<file path="config.mk">
export PLATFORM = sky130hd
export DESIGN_NAME = pmc_power_mode_ctrl
export DESIGN_NICKNAME = d
export VERILOG_FILES = /design/src/core/pmc_pkg.sv /design/src/core/pmc_cnt_if.sv /design/src/core/pmc_cycle_cnt.sv /design/src/core/pmc_power_mode_ctrl.sv
export SDC_FILE = /design/constraint.sdc
export NUM_CORES = 1
export LEC_CHECK = 0
export BUFFER_PORTS_ARGS = -buffer_cell sky130_fd_sc_hd__buf_2
export CORE_MARGIN = 5
export CORE_UTILIZATION = 49
export CTS_BUF_LIST = sky130_fd_sc_hd__clkbuf_16
export DETAILED_ROUTE_END_ITERATION = 10
export PLACE_DENSITY = 0.69
export SLEW_MARGIN = 20
export SYNTH_ARGS = -nofsm -noshare
export SYNTH_HDL_FRONTEND = slang
export SYNTH_SLANG_ARGS = --single-unit
</file>
<file path="constraint.sdc">
create_clock -name sys_clk_i -period 4.8 [get_ports sys_clk_i]
set_input_delay 0.48 -clock sys_clk_i [delete_from_list [all_inputs] [get_ports sys_clk_i]]
set_output_delay 0.48 -clock sys_clk_i [all_outputs]
set_load 0.01 [all_outputs]
</file>
<file path="src/core/pmc_pkg.sv">
// Package of constants and types for the power mode controller
`default_nettype none
package pmc_pkg;
  // ****************************************
  // Register map
  // ****************************************
  localparam logic [7:0] PMC_PWR_CTRL_ADDR = 8'h87;   // Power control register
  localparam logic [7:0] PMC_CLK_PWR_ADDR  = 8'hB6;   // Clock/power control register
  localparam logic [7:0] PMC_PWR_CTRL_RST  = 8'h00;   // Power control reset value
  localparam logic [2:0] PMC_CLK_PWR_RST   = 3'h0;    // Power-down code reset value
  localparam int PMC_IDLE_BIT   = 0;                  // Idle select
  localparam int PMC_STOP_BIT   = 1;                  // Stop select
  localparam int PMC_FLAG_LO    = 2;                  // Soft flag low
  localparam int PMC_FLAG_HI    = 3;                  // Soft flag high
  localparam int PMC_BAUD_BIT   = 7;                  // Baud doubler
  localparam logic [7:0] PMC_PWR_WMASK = 8'h8F;       // Writable bits of power control
  // ****************************************
  // Power-down codes
  // ****************************************
  localparam logic [2:0] PMC_PD_NORMAL = 3'h0;        // Normal operation
  localparam logic [2:0] PMC_PD_LIGHT  = 3'h1;        // Light, slow clock on crystal
  localparam logic [2:0] PMC_PD_MOD    = 3'h2;        // Moderate, slow clock on crystal
  localparam logic [2:0] PMC_PD_STBY   = 3'h3;        // Standby, slow clock on low power osc
  localparam int PMC_PD_DEEP_BIT = 2;                 // Set: crystal stopped too
  // ****************************************
  // Timing
  // ****************************************
  localparam int PMC_CLK_HZ       = 40_000_000;       // System clock rate
  localparam int PMC_XO_START_US  = 3000;             // Crystal start-up, 3 ms max
  localparam int PMC_XO_START_CYC = PMC_XO_START_US * (PMC_CLK_HZ / 1_000_000);
  localparam int PMC_INIT_CYC     = 2500;             // Initialisation cycles
  // Controller states
  typedef enum logic [2:0] {
    PMC_ST_XO_WAIT = 3'b000,
    PMC_ST_INIT    = 3'b001,
    PMC_ST_RUN     = 3'b010,
    PMC_ST_IDLE    = 3'b011,
    PMC_ST_STOP    = 3'b100,
    PMC_ST_PDOWN   = 3'b101,
    PMC_ST_WAKE    = 3'b110
  } pmc_state_t;
endpackage
`default_nettype wire

</file>
<file path="src/core/pmc_cnt_if.sv">
// Interface between the controller and its cycle counter
`default_nettype none
interface pmc_cnt_if;
  logic        load;    // Load a new count
  logic [17:0] value;   // Count to load
  logic        done;    // Count reached zero
  modport ctrl (output load, output value, input done);
  modport cnt  (input load, input value, output done);
endinterface
`default_nettype wire

</file>
<file path="src/core/pmc_cycle_cnt.sv">
// Down counter that times start-up phases
`default_nettype none
module pmc_cycle_cnt
  import pmc_pkg::*;
(
  input  wire logic sys_clk_i,    // System clock
  input  wire logic reset_n_i,    // Async reset, active low
  pmc_cnt_if.cnt    cnt           // Load and done
);
  logic [17:0] count_reg;         // Remaining cycles
  // Load or count down to zero
  always_ff @(posedge sys_clk_i or negedge reset_n_i) begin
    if (!reset_n_i) begin
      count_reg <= 18'h0_0000;
    end else if (cnt.load) begin
      count_reg <= cnt.value;
    end else if (count_reg != 18'h0_0000) begin
      count_reg <= count_reg - 18'h0_0001;
    end
  end
  // Done depends on the count alone, so the load logic may read it freely
  assign cnt.done = (count_reg == 18'h0_0000);
endmodule
`default_nettype wire

</file>
<file path="src/core/pmc_power_mode_ctrl.sv">
// Power mode controller: idle, stop, power-down and start-up sequencing
//
// Functional notes
// Idle entered after setting instruction completes
// Idle suspends CPU, clock keeps running
// Enabled interrupt clears idle bit, resumes
// Watchdog reset ends any mode, restarts
// Stop bit enters stop; watchdog only exit
// Software should prefer power-down over stop
// Non-zero power-down code write enters power-down
// Power-down suspends CPU, shuts clocks, regulators
// Code selects slow clock source and crystal
// Only pin, RTC or watchdog wake
// Wakeup clears code, then interrupt runs
// Pin debounce keeps device in power-down
// Read returns slow clock level bit 0
// Software checks indirect busy before writing
// Low power osc wake may lose interrupt
// Start-up: crystal wait then init cycles
// Bits 3 and 2 plain soft flags
// Bit 7 doubles serial baud rate
// Bits 6 to 4 read zero
`default_nettype none
module pmc_power_mode_ctrl
  import pmc_pkg::*;
#(
  parameter int XO_START_CYC = PMC_XO_START_CYC,   // Crystal start-up cycles
  parameter int INIT_CYC     = PMC_INIT_CYC        // Initialisation cycles
)(
  input  wire logic       sys_clk_i,         // System clock, 40 MHz
  input  wire logic       reset_n_i,         // Power-on reset, active low
  input  wire logic       wdog_reset_i,      // Watchdog reset request, pulse
  input  wire logic       sfr_wr_i,          // Register write strobe
  input  wire logic       sfr_rd_i,          // Register read strobe
  input  wire logic [7:0] sfr_addr_i,        // Register address
  input  wire logic [7:0] sfr_wdata_i,       // Write data
  output logic      [7:0] sfr_rdata_o,       // Read data, registered
  input  wire logic       instr_done_i,      // Current instruction completes
  input  wire logic       irq_pending_i,     // Any enabled interrupt pending
  input  wire logic       pin_wake_i,        // Port pin event after debounce
  input  wire logic       rtc_wake_i,        // RTC wakeup event
  input  wire logic       slow_clock_level_i, // Slow clock level
  input  wire logic       wake_ready_i,      // Power and clocks restored after wake
  output logic            cpu_hold_o,        // CPU processing suspended
  output logic            cpu_reset_o,       // CPU and registers held in reset
  output logic            baud_double_bit_o, // Serial baud doubler
  output logic            crystal_clock_on_o,         // Crystal oscillator enable
  output logic            slow_clock_source_o, // 1: low power osc, 0: crystal
  output logic            pd_request_o,      // Clock and regulator shutdown
  output logic      [2:0] pd_level_o         // Active power-down code
);
  // ****************************************
  // Registers
  // ****************************************
  pmc_state_t  state_reg;              // Controller state
  logic [7:0]  power_control_reg;      // Power control contents
  logic [2:0]  clock_power_ctrl_reg;   // Power-down code
  logic [2:0]  pd_active_reg;          // Code taken on entry
  logic        idle_pend_reg;          // Idle requested, wait instruction end
  logic        stop_pend_reg;          // Stop requested
  logic        pd_pend_reg;            // Power-down requested
  logic        po_start_reg;           // First cycle after power-on reset
  pmc_cnt_if   cnt_bus ();             // Counter link

  // Address match helper
  function automatic logic hit(input logic [7:0] a, input logic [7:0] b);
    hit = (a == b);
  endfunction

  wire wr_pwr = sfr_wr_i && hit(sfr_addr_i, PMC_PWR_CTRL_ADDR);
  wire wr_ckp = sfr_wr_i && hit(sfr_addr_i, PMC_CLK_PWR_ADDR);
  wire wake_ev = pin_wake_i || rtc_wake_i;  // Only these wake power-down

  // ****************************************
  // Start-up counter
  // ****************************************
  pmc_cycle_cnt u_cnt (
    .sys_clk_i (sys_clk_i),
    .reset_n_i (reset_n_i),
    .cnt       (cnt_bus.cnt)
  );

  // Counter loads on phase changes
  always_comb begin
    cnt_bus.load  = 1'b0;
    cnt_bus.value = 18'h0_0000;
    if (wdog_reset_i) begin
      cnt_bus.load  = 1'b1;
      // Crystal wait only after a deep code or from the crystal wait state
      cnt_bus.value = (pd_active_reg[PMC_PD_DEEP_BIT] || state_reg == PMC_ST_XO_WAIT)
                    ? 18'(XO_START_CYC) : 18'h0_0000;
    end else if (po_start_reg) begin
      cnt_bus.load  = 1'b1;
      cnt_bus.value = 18'(XO_START_CYC); // Power-on crystal wait
    end else if (state_reg == PMC_ST_XO_WAIT && cnt_bus.done) begin
      cnt_bus.load  = 1'b1;
      cnt_bus.value = 18'(INIT_CYC);
    end
  end

  // Power-on marker, high for the first cycle after reset release only.
  // The crystal wait is loaded from here, so the counter's reset branch
  // stays a plain constant and needs no parameter of its own.
  always_ff @(posedge sys_clk_i or negedge reset_n_i) begin
    if (!reset_n_i) begin
      po_start_reg <= 1'b1;
    end else begin
      po_start_reg <= 1'b0;           // One load only
    end
  end

  // ****************************************
  // Mode state machine
  // ****************************************
  always_ff @(posedge sys_clk_i or negedge reset_n_i) begin
    if (!reset_n_i) begin
      state_reg <= PMC_ST_XO_WAIT;
    end else if (wdog_reset_i) begin
      state_reg <= PMC_ST_XO_WAIT;    // Any mode ends, restart through init; crystal wait only after a deep code or from the crystal wait state
    end else begin
      case (state_reg)
        PMC_ST_XO_WAIT: begin
          if (cnt_bus.done && !po_start_reg) state_reg <= PMC_ST_INIT;
        end
        PMC_ST_INIT: begin
          if (cnt_bus.done) state_reg <= PMC_ST_RUN;
        end
        PMC_ST_RUN: begin
          if (instr_done_i && pd_pend_reg) state_reg <= PMC_ST_PDOWN;
          else if (instr_done_i && stop_pend_reg) state_reg <= PMC_ST_STOP;
          else if (instr_done_i && idle_pend_reg) state_reg <= PMC_ST_IDLE;
        end
        PMC_ST_IDLE: begin
          if (irq_pending_i) state_reg <= PMC_ST_RUN;
        end
        PMC_ST_STOP: begin
          state_reg <= PMC_ST_STOP;   // Only watchdog leaves
        end
        PMC_ST_PDOWN: begin
          if (wake_ev) state_reg <= PMC_ST_WAKE;
        end
        PMC_ST_WAKE: begin
          // Slow start from low power osc may lose the irq
          if (wake_ready_i) state_reg <= PMC_ST_RUN;
        end
        default: state_reg <= PMC_ST_XO_WAIT;
      endcase
    end
  end

  // ****************************************
  // Power control register
  // ****************************************
  always_ff @(posedge sys_clk_i or negedge reset_n_i) begin
    if (!reset_n_i) begin
      power_control_reg <= PMC_PWR_CTRL_RST;
    end else if (wdog_reset_i) begin
      power_control_reg <= PMC_PWR_CTRL_RST;
    end else begin
      if (wr_pwr) begin
        power_control_reg <= sfr_wdata_i & PMC_PWR_WMASK;
      end
      if (state_reg == PMC_ST_IDLE && irq_pending_i) begin
        power_control_reg[PMC_IDLE_BIT] <= 1'b0; // Hardware clears idle
      end
    end
  end

  // Pending entry requests wait for instruction completion
  always_ff @(posedge sys_clk_i or negedge reset_n_i) begin
    if (!reset_n_i) begin
      idle_pend_reg <= 1'b0;
      stop_pend_reg <= 1'b0;
      pd_pend_reg   <= 1'b0;
    end else if (wdog_reset_i || instr_done_i) begin
      // Completion consumes the request; the core completes after the write
      idle_pend_reg <= 1'b0;
      stop_pend_reg <= 1'b0;
      pd_pend_reg   <= 1'b0;
    end else if (state_reg == PMC_ST_RUN) begin
      if (wr_pwr && sfr_wdata_i[PMC_IDLE_BIT]) idle_pend_reg <= 1'b1;
      if (wr_pwr && sfr_wdata_i[PMC_STOP_BIT]) stop_pend_reg <= 1'b1;
      if (wr_ckp && sfr_wdata_i[2:0] != PMC_PD_NORMAL) pd_pend_reg <= 1'b1;
    end
  end

  // ****************************************
  // Clock/power control register
  // ****************************************
  always_ff @(posedge sys_clk_i or negedge reset_n_i) begin
    if (!reset_n_i) begin
      clock_power_ctrl_reg <= PMC_CLK_PWR_RST;
    end else if (wdog_reset_i) begin
      clock_power_ctrl_reg <= PMC_CLK_PWR_RST;
    end else if (state_reg == PMC_ST_PDOWN && wake_ev) begin
      clock_power_ctrl_reg <= PMC_PD_NORMAL;     // Hardware clears code
    end else if (wr_ckp) begin
      clock_power_ctrl_reg <= sfr_wdata_i[2:0];  // Software waits for busy clear
    end
  end

  // Code in force while powered down, remembered for watchdog start-up
  always_ff @(posedge sys_clk_i or negedge reset_n_i) begin
    if (!reset_n_i) begin
      pd_active_reg    <= PMC_PD_NORMAL;
    end else if (wdog_reset_i) begin
      pd_active_reg    <= PMC_PD_NORMAL;
    end else if (state_reg == PMC_ST_RUN && instr_done_i && pd_pend_reg) begin
      pd_active_reg    <= clock_power_ctrl_reg;
    end else if (state_reg == PMC_ST_WAKE && wake_ready_i) begin
      pd_active_reg    <= PMC_PD_NORMAL;
    end
  end

  // ****************************************
  // Read data
  // ****************************************
  always_ff @(posedge sys_clk_i or negedge reset_n_i) begin
    if (!reset_n_i) begin
      sfr_rdata_o <= 8'h00;
    end else if (sfr_rd_i) begin
      if (hit(sfr_addr_i, PMC_PWR_CTRL_ADDR)) begin
        sfr_rdata_o <= power_control_reg & PMC_PWR_WMASK;
      end else if (hit(sfr_addr_i, PMC_CLK_PWR_ADDR)) begin
        sfr_rdata_o <= {7'h00, slow_clock_level_i}; // Upper bits undefined, read zero
      end else begin
        sfr_rdata_o <= 8'h00;
      end
    end
  end

  // ****************************************
  // Outputs
  // ****************************************
  // In idle the CPU clock is not gated, only processing halts
  assign cpu_hold_o   = (state_reg == PMC_ST_IDLE) || (state_reg == PMC_ST_STOP)
                     || (state_reg == PMC_ST_PDOWN) || (state_reg == PMC_ST_WAKE);
  assign cpu_reset_o  = (state_reg == PMC_ST_XO_WAIT) || (state_reg == PMC_ST_INIT);
  assign baud_double_bit_o   = power_control_reg[PMC_BAUD_BIT];
  assign pd_request_o        = (state_reg == PMC_ST_PDOWN);
  assign pd_level_o          = pd_active_reg;
  // Deep codes stop the crystal; standby and deep use low power osc
  // Crystal restarts as soon as power-down ends, wake or watchdog alike
  assign crystal_clock_on_o           = !((state_reg == PMC_ST_PDOWN) && pd_active_reg[PMC_PD_DEEP_BIT]);
  assign slow_clock_source_o = (state_reg == PMC_ST_PDOWN)
                            && (pd_active_reg[PMC_PD_DEEP_BIT] || pd_active_reg == PMC_PD_STBY);
endmodule
`default_nettype wire

</file>
# Word level (Yosys, flattened, before mapping)
# Index checks and enable logic that the tools add are counted.
totals:
  regBits: 47
  inputBits: 27
op_classes:
  add_sub_neg: 1
  n_eq_ne: 15
  n_mux: 39
  reduce_logical: 44
op_table:
  columns: ["operator", "n"]
  rows:
  - ["$mux 17", 3]
  - ["$mux 3", 15]
  - ["$mux 18", 2]
  - ["$mux 8", 3]
  - ["$pmux 3 s7", 1]
  - ["$logic_not 18->1", 1]
  - ["$reduce_bool 18->1", 1]
  - ["$sub 18x1->18 const B", 1]
  - ["$logic_and 1x1->1", 17]
  - ["$eq 8x8->1 const B", 2]
  - ["$mux 1", 14]
  - ["$mux 12", 1]
  - ["$ne 3x3->1 const B", 4]
  - ["$reduce_bool 2->1", 6]
  - ["$reduce_bool 3->1", 4]
  - ["$eq 3x2->1 const B", 3]
  - ["$eq 3x3->1 const B", 3]
  - ["$logic_or 1x1->1", 8]
  - ["$reduce_and 2->1", 3]
  - ["$reduce_and 6->1", 1]
  - ["$ne 5x5->1 const B", 1]
  - ["$eq 3x1->1 const B", 1]
  - ["$logic_not 3->1", 1]
  - ["$ne 3x2->1 const B", 1]
  - ["$logic_not 1->1", 2]

# Logic depth before layout (Yosys ltp)
depth:
  ltp_word: 6
  ltp_mapped: 8
  depth_no_buf: 7

# By module
# Synthesis repeated with hierarchy kept, for this count alone.
hier_totals:
  hier_cells: 261
  hier_area_um2: 2387.3
modules_own_cells:
  columns: ["mod", "instances", "cells_per_inst", "area_each_um2", "seq_area_each_um2"]
  rows:
  - ["pmc_power_mode_ctrl", 1, 134, 1246.2, 576.8]
  - ["pmc_cycle_cnt", 1, 127, 1141.1, 450.4]

# Least setup slack after synthesis
# OpenSTA, ideal clock, no wires.
synth_timing:
  path_type: "register -> register"
  from: "register u_cnt.count_reg[13]"
  to: "register u_cnt.count_reg[11]"
  arrival_time_ns: 2.089
  slack_ns: 2.633
  path_stages_with_launch: 7
  path_buffers: 1
  path_cell_list: "dfrtp_1 -> or3_4 -> or4_4 -> or3_1 -> buf_6 -> mux2_4 -> a21oi_1"
synth_between:
  elab_chain_len: 6
  elab_cells_between_ends: 11
synth_lines:
  columns: ["item", "line", "rtl"]
  rows:
  - ["start, declared", "pmc_cycle_cnt.sv:10", "logic [17:0] count_reg;"]
  - ["start signal, assigned", "pmc_cycle_cnt.sv:16", "count_reg <= cnt.value;"]
  - ["start signal, assigned", "pmc_cycle_cnt.sv:18", "count_reg <= count_reg - 18'h0_0001;"]
  - ["$logic_not 18->1", "pmc_cycle_cnt.sv:22", "assign cnt.done = (count_reg == 18'h0_0000);"]
  - ["$logic_and 1x1->1", "pmc_power_mode_ctrl.sv:95", "end else if (state_reg == PMC_ST_XO_WAIT && cnt_bus.done) begin"]
  - ["$mux 12 / $mux 1 (equally long branches)", "pmc_power_mode_ctrl.sv:95", null]
  - ["$mux 17 / $mux 1 (equally long branches)", "pmc_power_mode_ctrl.sv:92", "end else if (po_start_reg) begin"]
  - ["$mux 17 / $mux 1 (equally long branches)", "pmc_power_mode_ctrl.sv:87", "if (wdog_reset_i) begin"]
  - ["$mux 18 / $reduce_bool 2->1 (equally long branches)", null, null]
# Parallel ways exist; a longest one is shown, timed or not.
# A chain may end at the register's enable or synchronous reset.

# Final worst setup path
layout_timing:
  from: "register u_cnt.count_reg[0]"
  to: "register u_cnt.count_reg[7]"
layout_between:
  elab_chain_len: 6
  elab_cells_between_ends: 13
layout_lines:
  columns: ["item"]
  rows:
  - ["branches (longest 6 deep; another with $sub 18x1->18)"]
# Several ways; the timed one is not identified. The select of a mux whose other input is x is not followed.

==> flow_results.org <==
** Outcome
- Result of the run :: complete, no violations

** Worst setup path
- Critical path class :: flip-flop to flip-flop
- Startpoint type of the worst setup path :: flip-flop
- Worst endpoint data arrival time :: 2.58 ns
- Worst-path fanout max :: 8
- Worst EP required :: 4.94 ns
- STA classifies the critical path endpoint as a flip-flop.
- The worst register-to-register path has a setup slack of 2.36 ns.
- Reg2reg path depth :: 7

** Floorplan
- In this run the count of I/O pins placed on the die edge is 44.
- For this configuration, the core starts out at a cell density of 50.1%.
- The floorplan step defined a die boundary enclosing 5850 um2.
- Total core area :: 4320 um2
- Die height :: 76.5 um
- Total number of placement rows :: 24
- The die is 76.5 um wide.

** Pwr
- Highest ir drop seen on vdd :: 0.154 mV
- Pwr per Cell Area :: 333 nW/um2
- Lkg Pwr :: 1.17 nW

** Routing
- Summed over all layers, the routed wires come to 4600 um.
- Total via count in the routed design :: 1764
- The pre-antenna-repair detailed-routing pass consisted of 4 iterations.
- Average wire per standard cell :: 14.3 um
- The detail route stage leaves a number of antenna-violating nets equal to 0.
- Routed vias/inst :: 5.46
- The first routing iteration left 61 violations.
- Count of unresolved DRC violations after routing :: 0

** Clock network
- Post-CTS repair timing setup buffer count :: 0
- Clock transition at the register clock pins on the worst setup and hold paths after CTS :: 0.06 ns
- Root Buffer Master :: sky130_fd_sc_hd__clkbuf_16
- Post-cts sizing count :: 0
- Maximum clock path buffer count :: 2
- Total clock buffers created by CTS :: 5
- The H-tree was split into 2 levels.
- The clock drives 41 sinks.
- Clock latency on the worst-skew pair, taken at its later pin, is 0.28 ns.
- Post-CTS Hold Buffers :: 0
- Clock tree from TritonCTS :: done

** Timing
- Transition at the pin with the smallest max-transition slack :: 0.901 ns
- RSZ-0062 raised after global routing :: false
- Headroom to the max-slew limit came out at 39.9%.
- Setup violations remaining at the end of the flow were counted as 0.
- The final critical path takes up 50.8% of the cycle.
- Timing-limited maximum frequency :: 410 MHz
- Final hold viol count :: 0
- On the final layout, the worst clock skew is 0.00353 ns.
- Number of pins with negative max-slew slack in the final report :: 0
- Final worst path period need :: 2.44 ns
- Summed over all failing endpoints, the final setup total negative slack is 0 ns.

** Cells and area
- Final antenna diode count :: 0
- Of the cells placed in the final design, the portion with a size suffix greater than 1 is 19.9%.
- Leaving out fill and tap cells, the most frequent cell in the layout is sky130_fd_sc_hd__dfrtp_1.
- For this run, the post-layout net count is 298.
- Post-route standard cell area excluding fillers :: 2560 um2
- Area delta synth->final :: 18.2%
- Commonest cells after routing, fill and taps aside :: 40 x sky130_fd_sc_hd__dfrtp_1, 37 x sky130_fd_sc_hd__buf_2, 22 x sky130_fd_sc_hd__nor2_1
- The register with the most flip-flops in the layout has 18 of them.

** Global routing
- Largest net degree at the start of global routing :: 42
- GR Layer Usage met1 :: 23.8%
- met2 is the most crowded layer.
- Tot GR Track Use :: 16.8%
- The initial antenna violation count was 0.
- The via count of the first global-routing pass is 1707.
- Global routing used 4.61% of the available met3 tracks.
- GR Overflow Total :: 0
- First-pass GRT wire length :: 7990 um
- Met2 Resource Use GR :: 24.8%

** Min path
- The tightest min-delay check is of the primary input to async pin type.

** Place
- The wire-length estimate of the detail-placed layout is 3250 um.
- Summing all placed instances gives a cell area of 2370 um2.
- Count of buffers from port buffering :: 37
- Routability-driven placement finished with a final weighted congestion of 0.776.

** Synthesis
- The most used flip-flop cell after synthesis is sky130_fd_sc_hd__dfrtp_1.
- Synthesis produced 233 cells.
- The synthesized design contains 0 enable-type register cells.
- After synthesis, the mean cell area works out to 9.30 um2.
- Synth Cell Area :: 2170 um2
- Portion of the post-synthesis area used by sequential elements :: 47.4%
- Ys Warns :: 0
- Library cells used by synthesis :: 47
- Synthesis inferred 41 register bits.
- Of all flip-flops after synthesis, the portion carrying an async set or reset was 100%.

** Run
- Max-cap violations :: 0
cells by family after synthesis:
group | Yosys count | synth area share, %
AND/OR/NAND/NOR | 99 | 25.1
AO/OA/AOI/OAI | 47 | 12.8
flip-flops | 41 | 47.4
buffers and inverters | 24 | 5.02
multiplexers | 11 | 5.31
XOR/XNOR | 9 | 3.64
adder cells (fa/ha/maj) | 1 | 0.577
other | 1 | 0.173
metrics by stage:
step	power [mW]	hold WS (ns)	instances	setup slack [ns]	util, %
after floorplan	0.402	0.184	236	2.63	-
after global placement	0.426	0.500	315	2.38	54.9
after detailed placement	0.427	0.512	315	2.36	54.9
after CTS	0.860	0.363	323	2.34	59.3
after global routing	0.889	0.409	323	1.99	59.3
final	0.852	0.325	323	2.36	59.3
where the power goes:
group | total, mW | internal (mW) | switching [mW]
clock network | 0.431 | 0.297 | 0.134
registers | 0.361 | 0.353 | 0.00811
logic | 0.0596 | 0.0244 | 0.0352
synthesized netlist by cell type (5+ instances only):
| library cell | count | area (um2) |
|---|---|---|
| sky130_fd_sc_hd__dfrtp_1 | 40 | 1000 |
| sky130_fd_sc_hd__nor2_1 | 22 | 82.6 |
| sky130_fd_sc_hd__a21oi_1 | 20 | 100 |
| sky130_fd_sc_hd__nand2_1 | 19 | 71.3 |
| sky130_fd_sc_hd__inv_1 | 14 | 52.6 |
| sky130_fd_sc_hd__nor3_1 | 11 | 55.1 |
| sky130_fd_sc_hd__mux2i_1 | 10 | 100 |
| sky130_fd_sc_hd__o21ai_0 | 10 | 50.1 |
| sky130_fd_sc_hd__xnor2_1 | 8 | 70.1 |
| sky130_fd_sc_hd__clkbuf_1 | 6 | 22.5 |
| sky130_fd_sc_hd__nor3b_1 | 6 | 45.0 |
| sky130_fd_sc_hd__nand3_1 | 5 | 25.0 |
| sky130_fd_sc_hd__o22ai_1 | 5 | 31.3 |
| sky130_fd_sc_hd__or3_1 | 5 | 31.3 |
per-layer routing:
metal / vias up / share of wire, %
met3: 8 / 3.7
met1: 840 / 49
met5: - / 0
met4: 0 / 1.4
li1: 890 / -
met2: 26 / 46
critical path, stage by stage, from the launching register on:
cell and delay (ns):
sky130_fd_sc_hd__dfrtp_1 0.39, sky130_fd_sc_hd__inv_1 0.10, sky130_fd_sc_hd__ha_1 0.22, sky130_fd_sc_hd__nor4b_1 0.33
sky130_fd_sc_hd__nand3_1 0.26, sky130_fd_sc_hd__or3_1 0.54, sky130_fd_sc_hd__nor2_1 0.31, sky130_fd_sc_hd__a221oi_1 0.14
worst paths after layout:
| path | startpoint | endpoint |
|---|---|---|
| min reg2reg | power_control_reg[3] | power_control_reg[3] |
| max reg2reg | u_cnt.count_reg[0] | u_cnt.count_reg[7] |
| min | reset_n_i | u_cnt.count_reg[9] |
| max | u_cnt.count_reg[0] | u_cnt.count_reg[7] |
| max in group asynchronous | reset_n_i | u_cnt.count_reg[1] |
| min in group sys_clk_i | sfr_wdata_i[3] | power_control_reg[3] |
layout make-up:
cell class / count / area [um2]
clock inverter: 3 / 65.1
inverter: 14 / 52.6
multi-input combinational: 171 / 1040
clock buffer: 5 / 125
tap: 52 / 65.1
timing repair buffer: 37 / 185
fill: 416 / 1760
sequential: 41 / 1030
(Power assumes the default switching activity.)
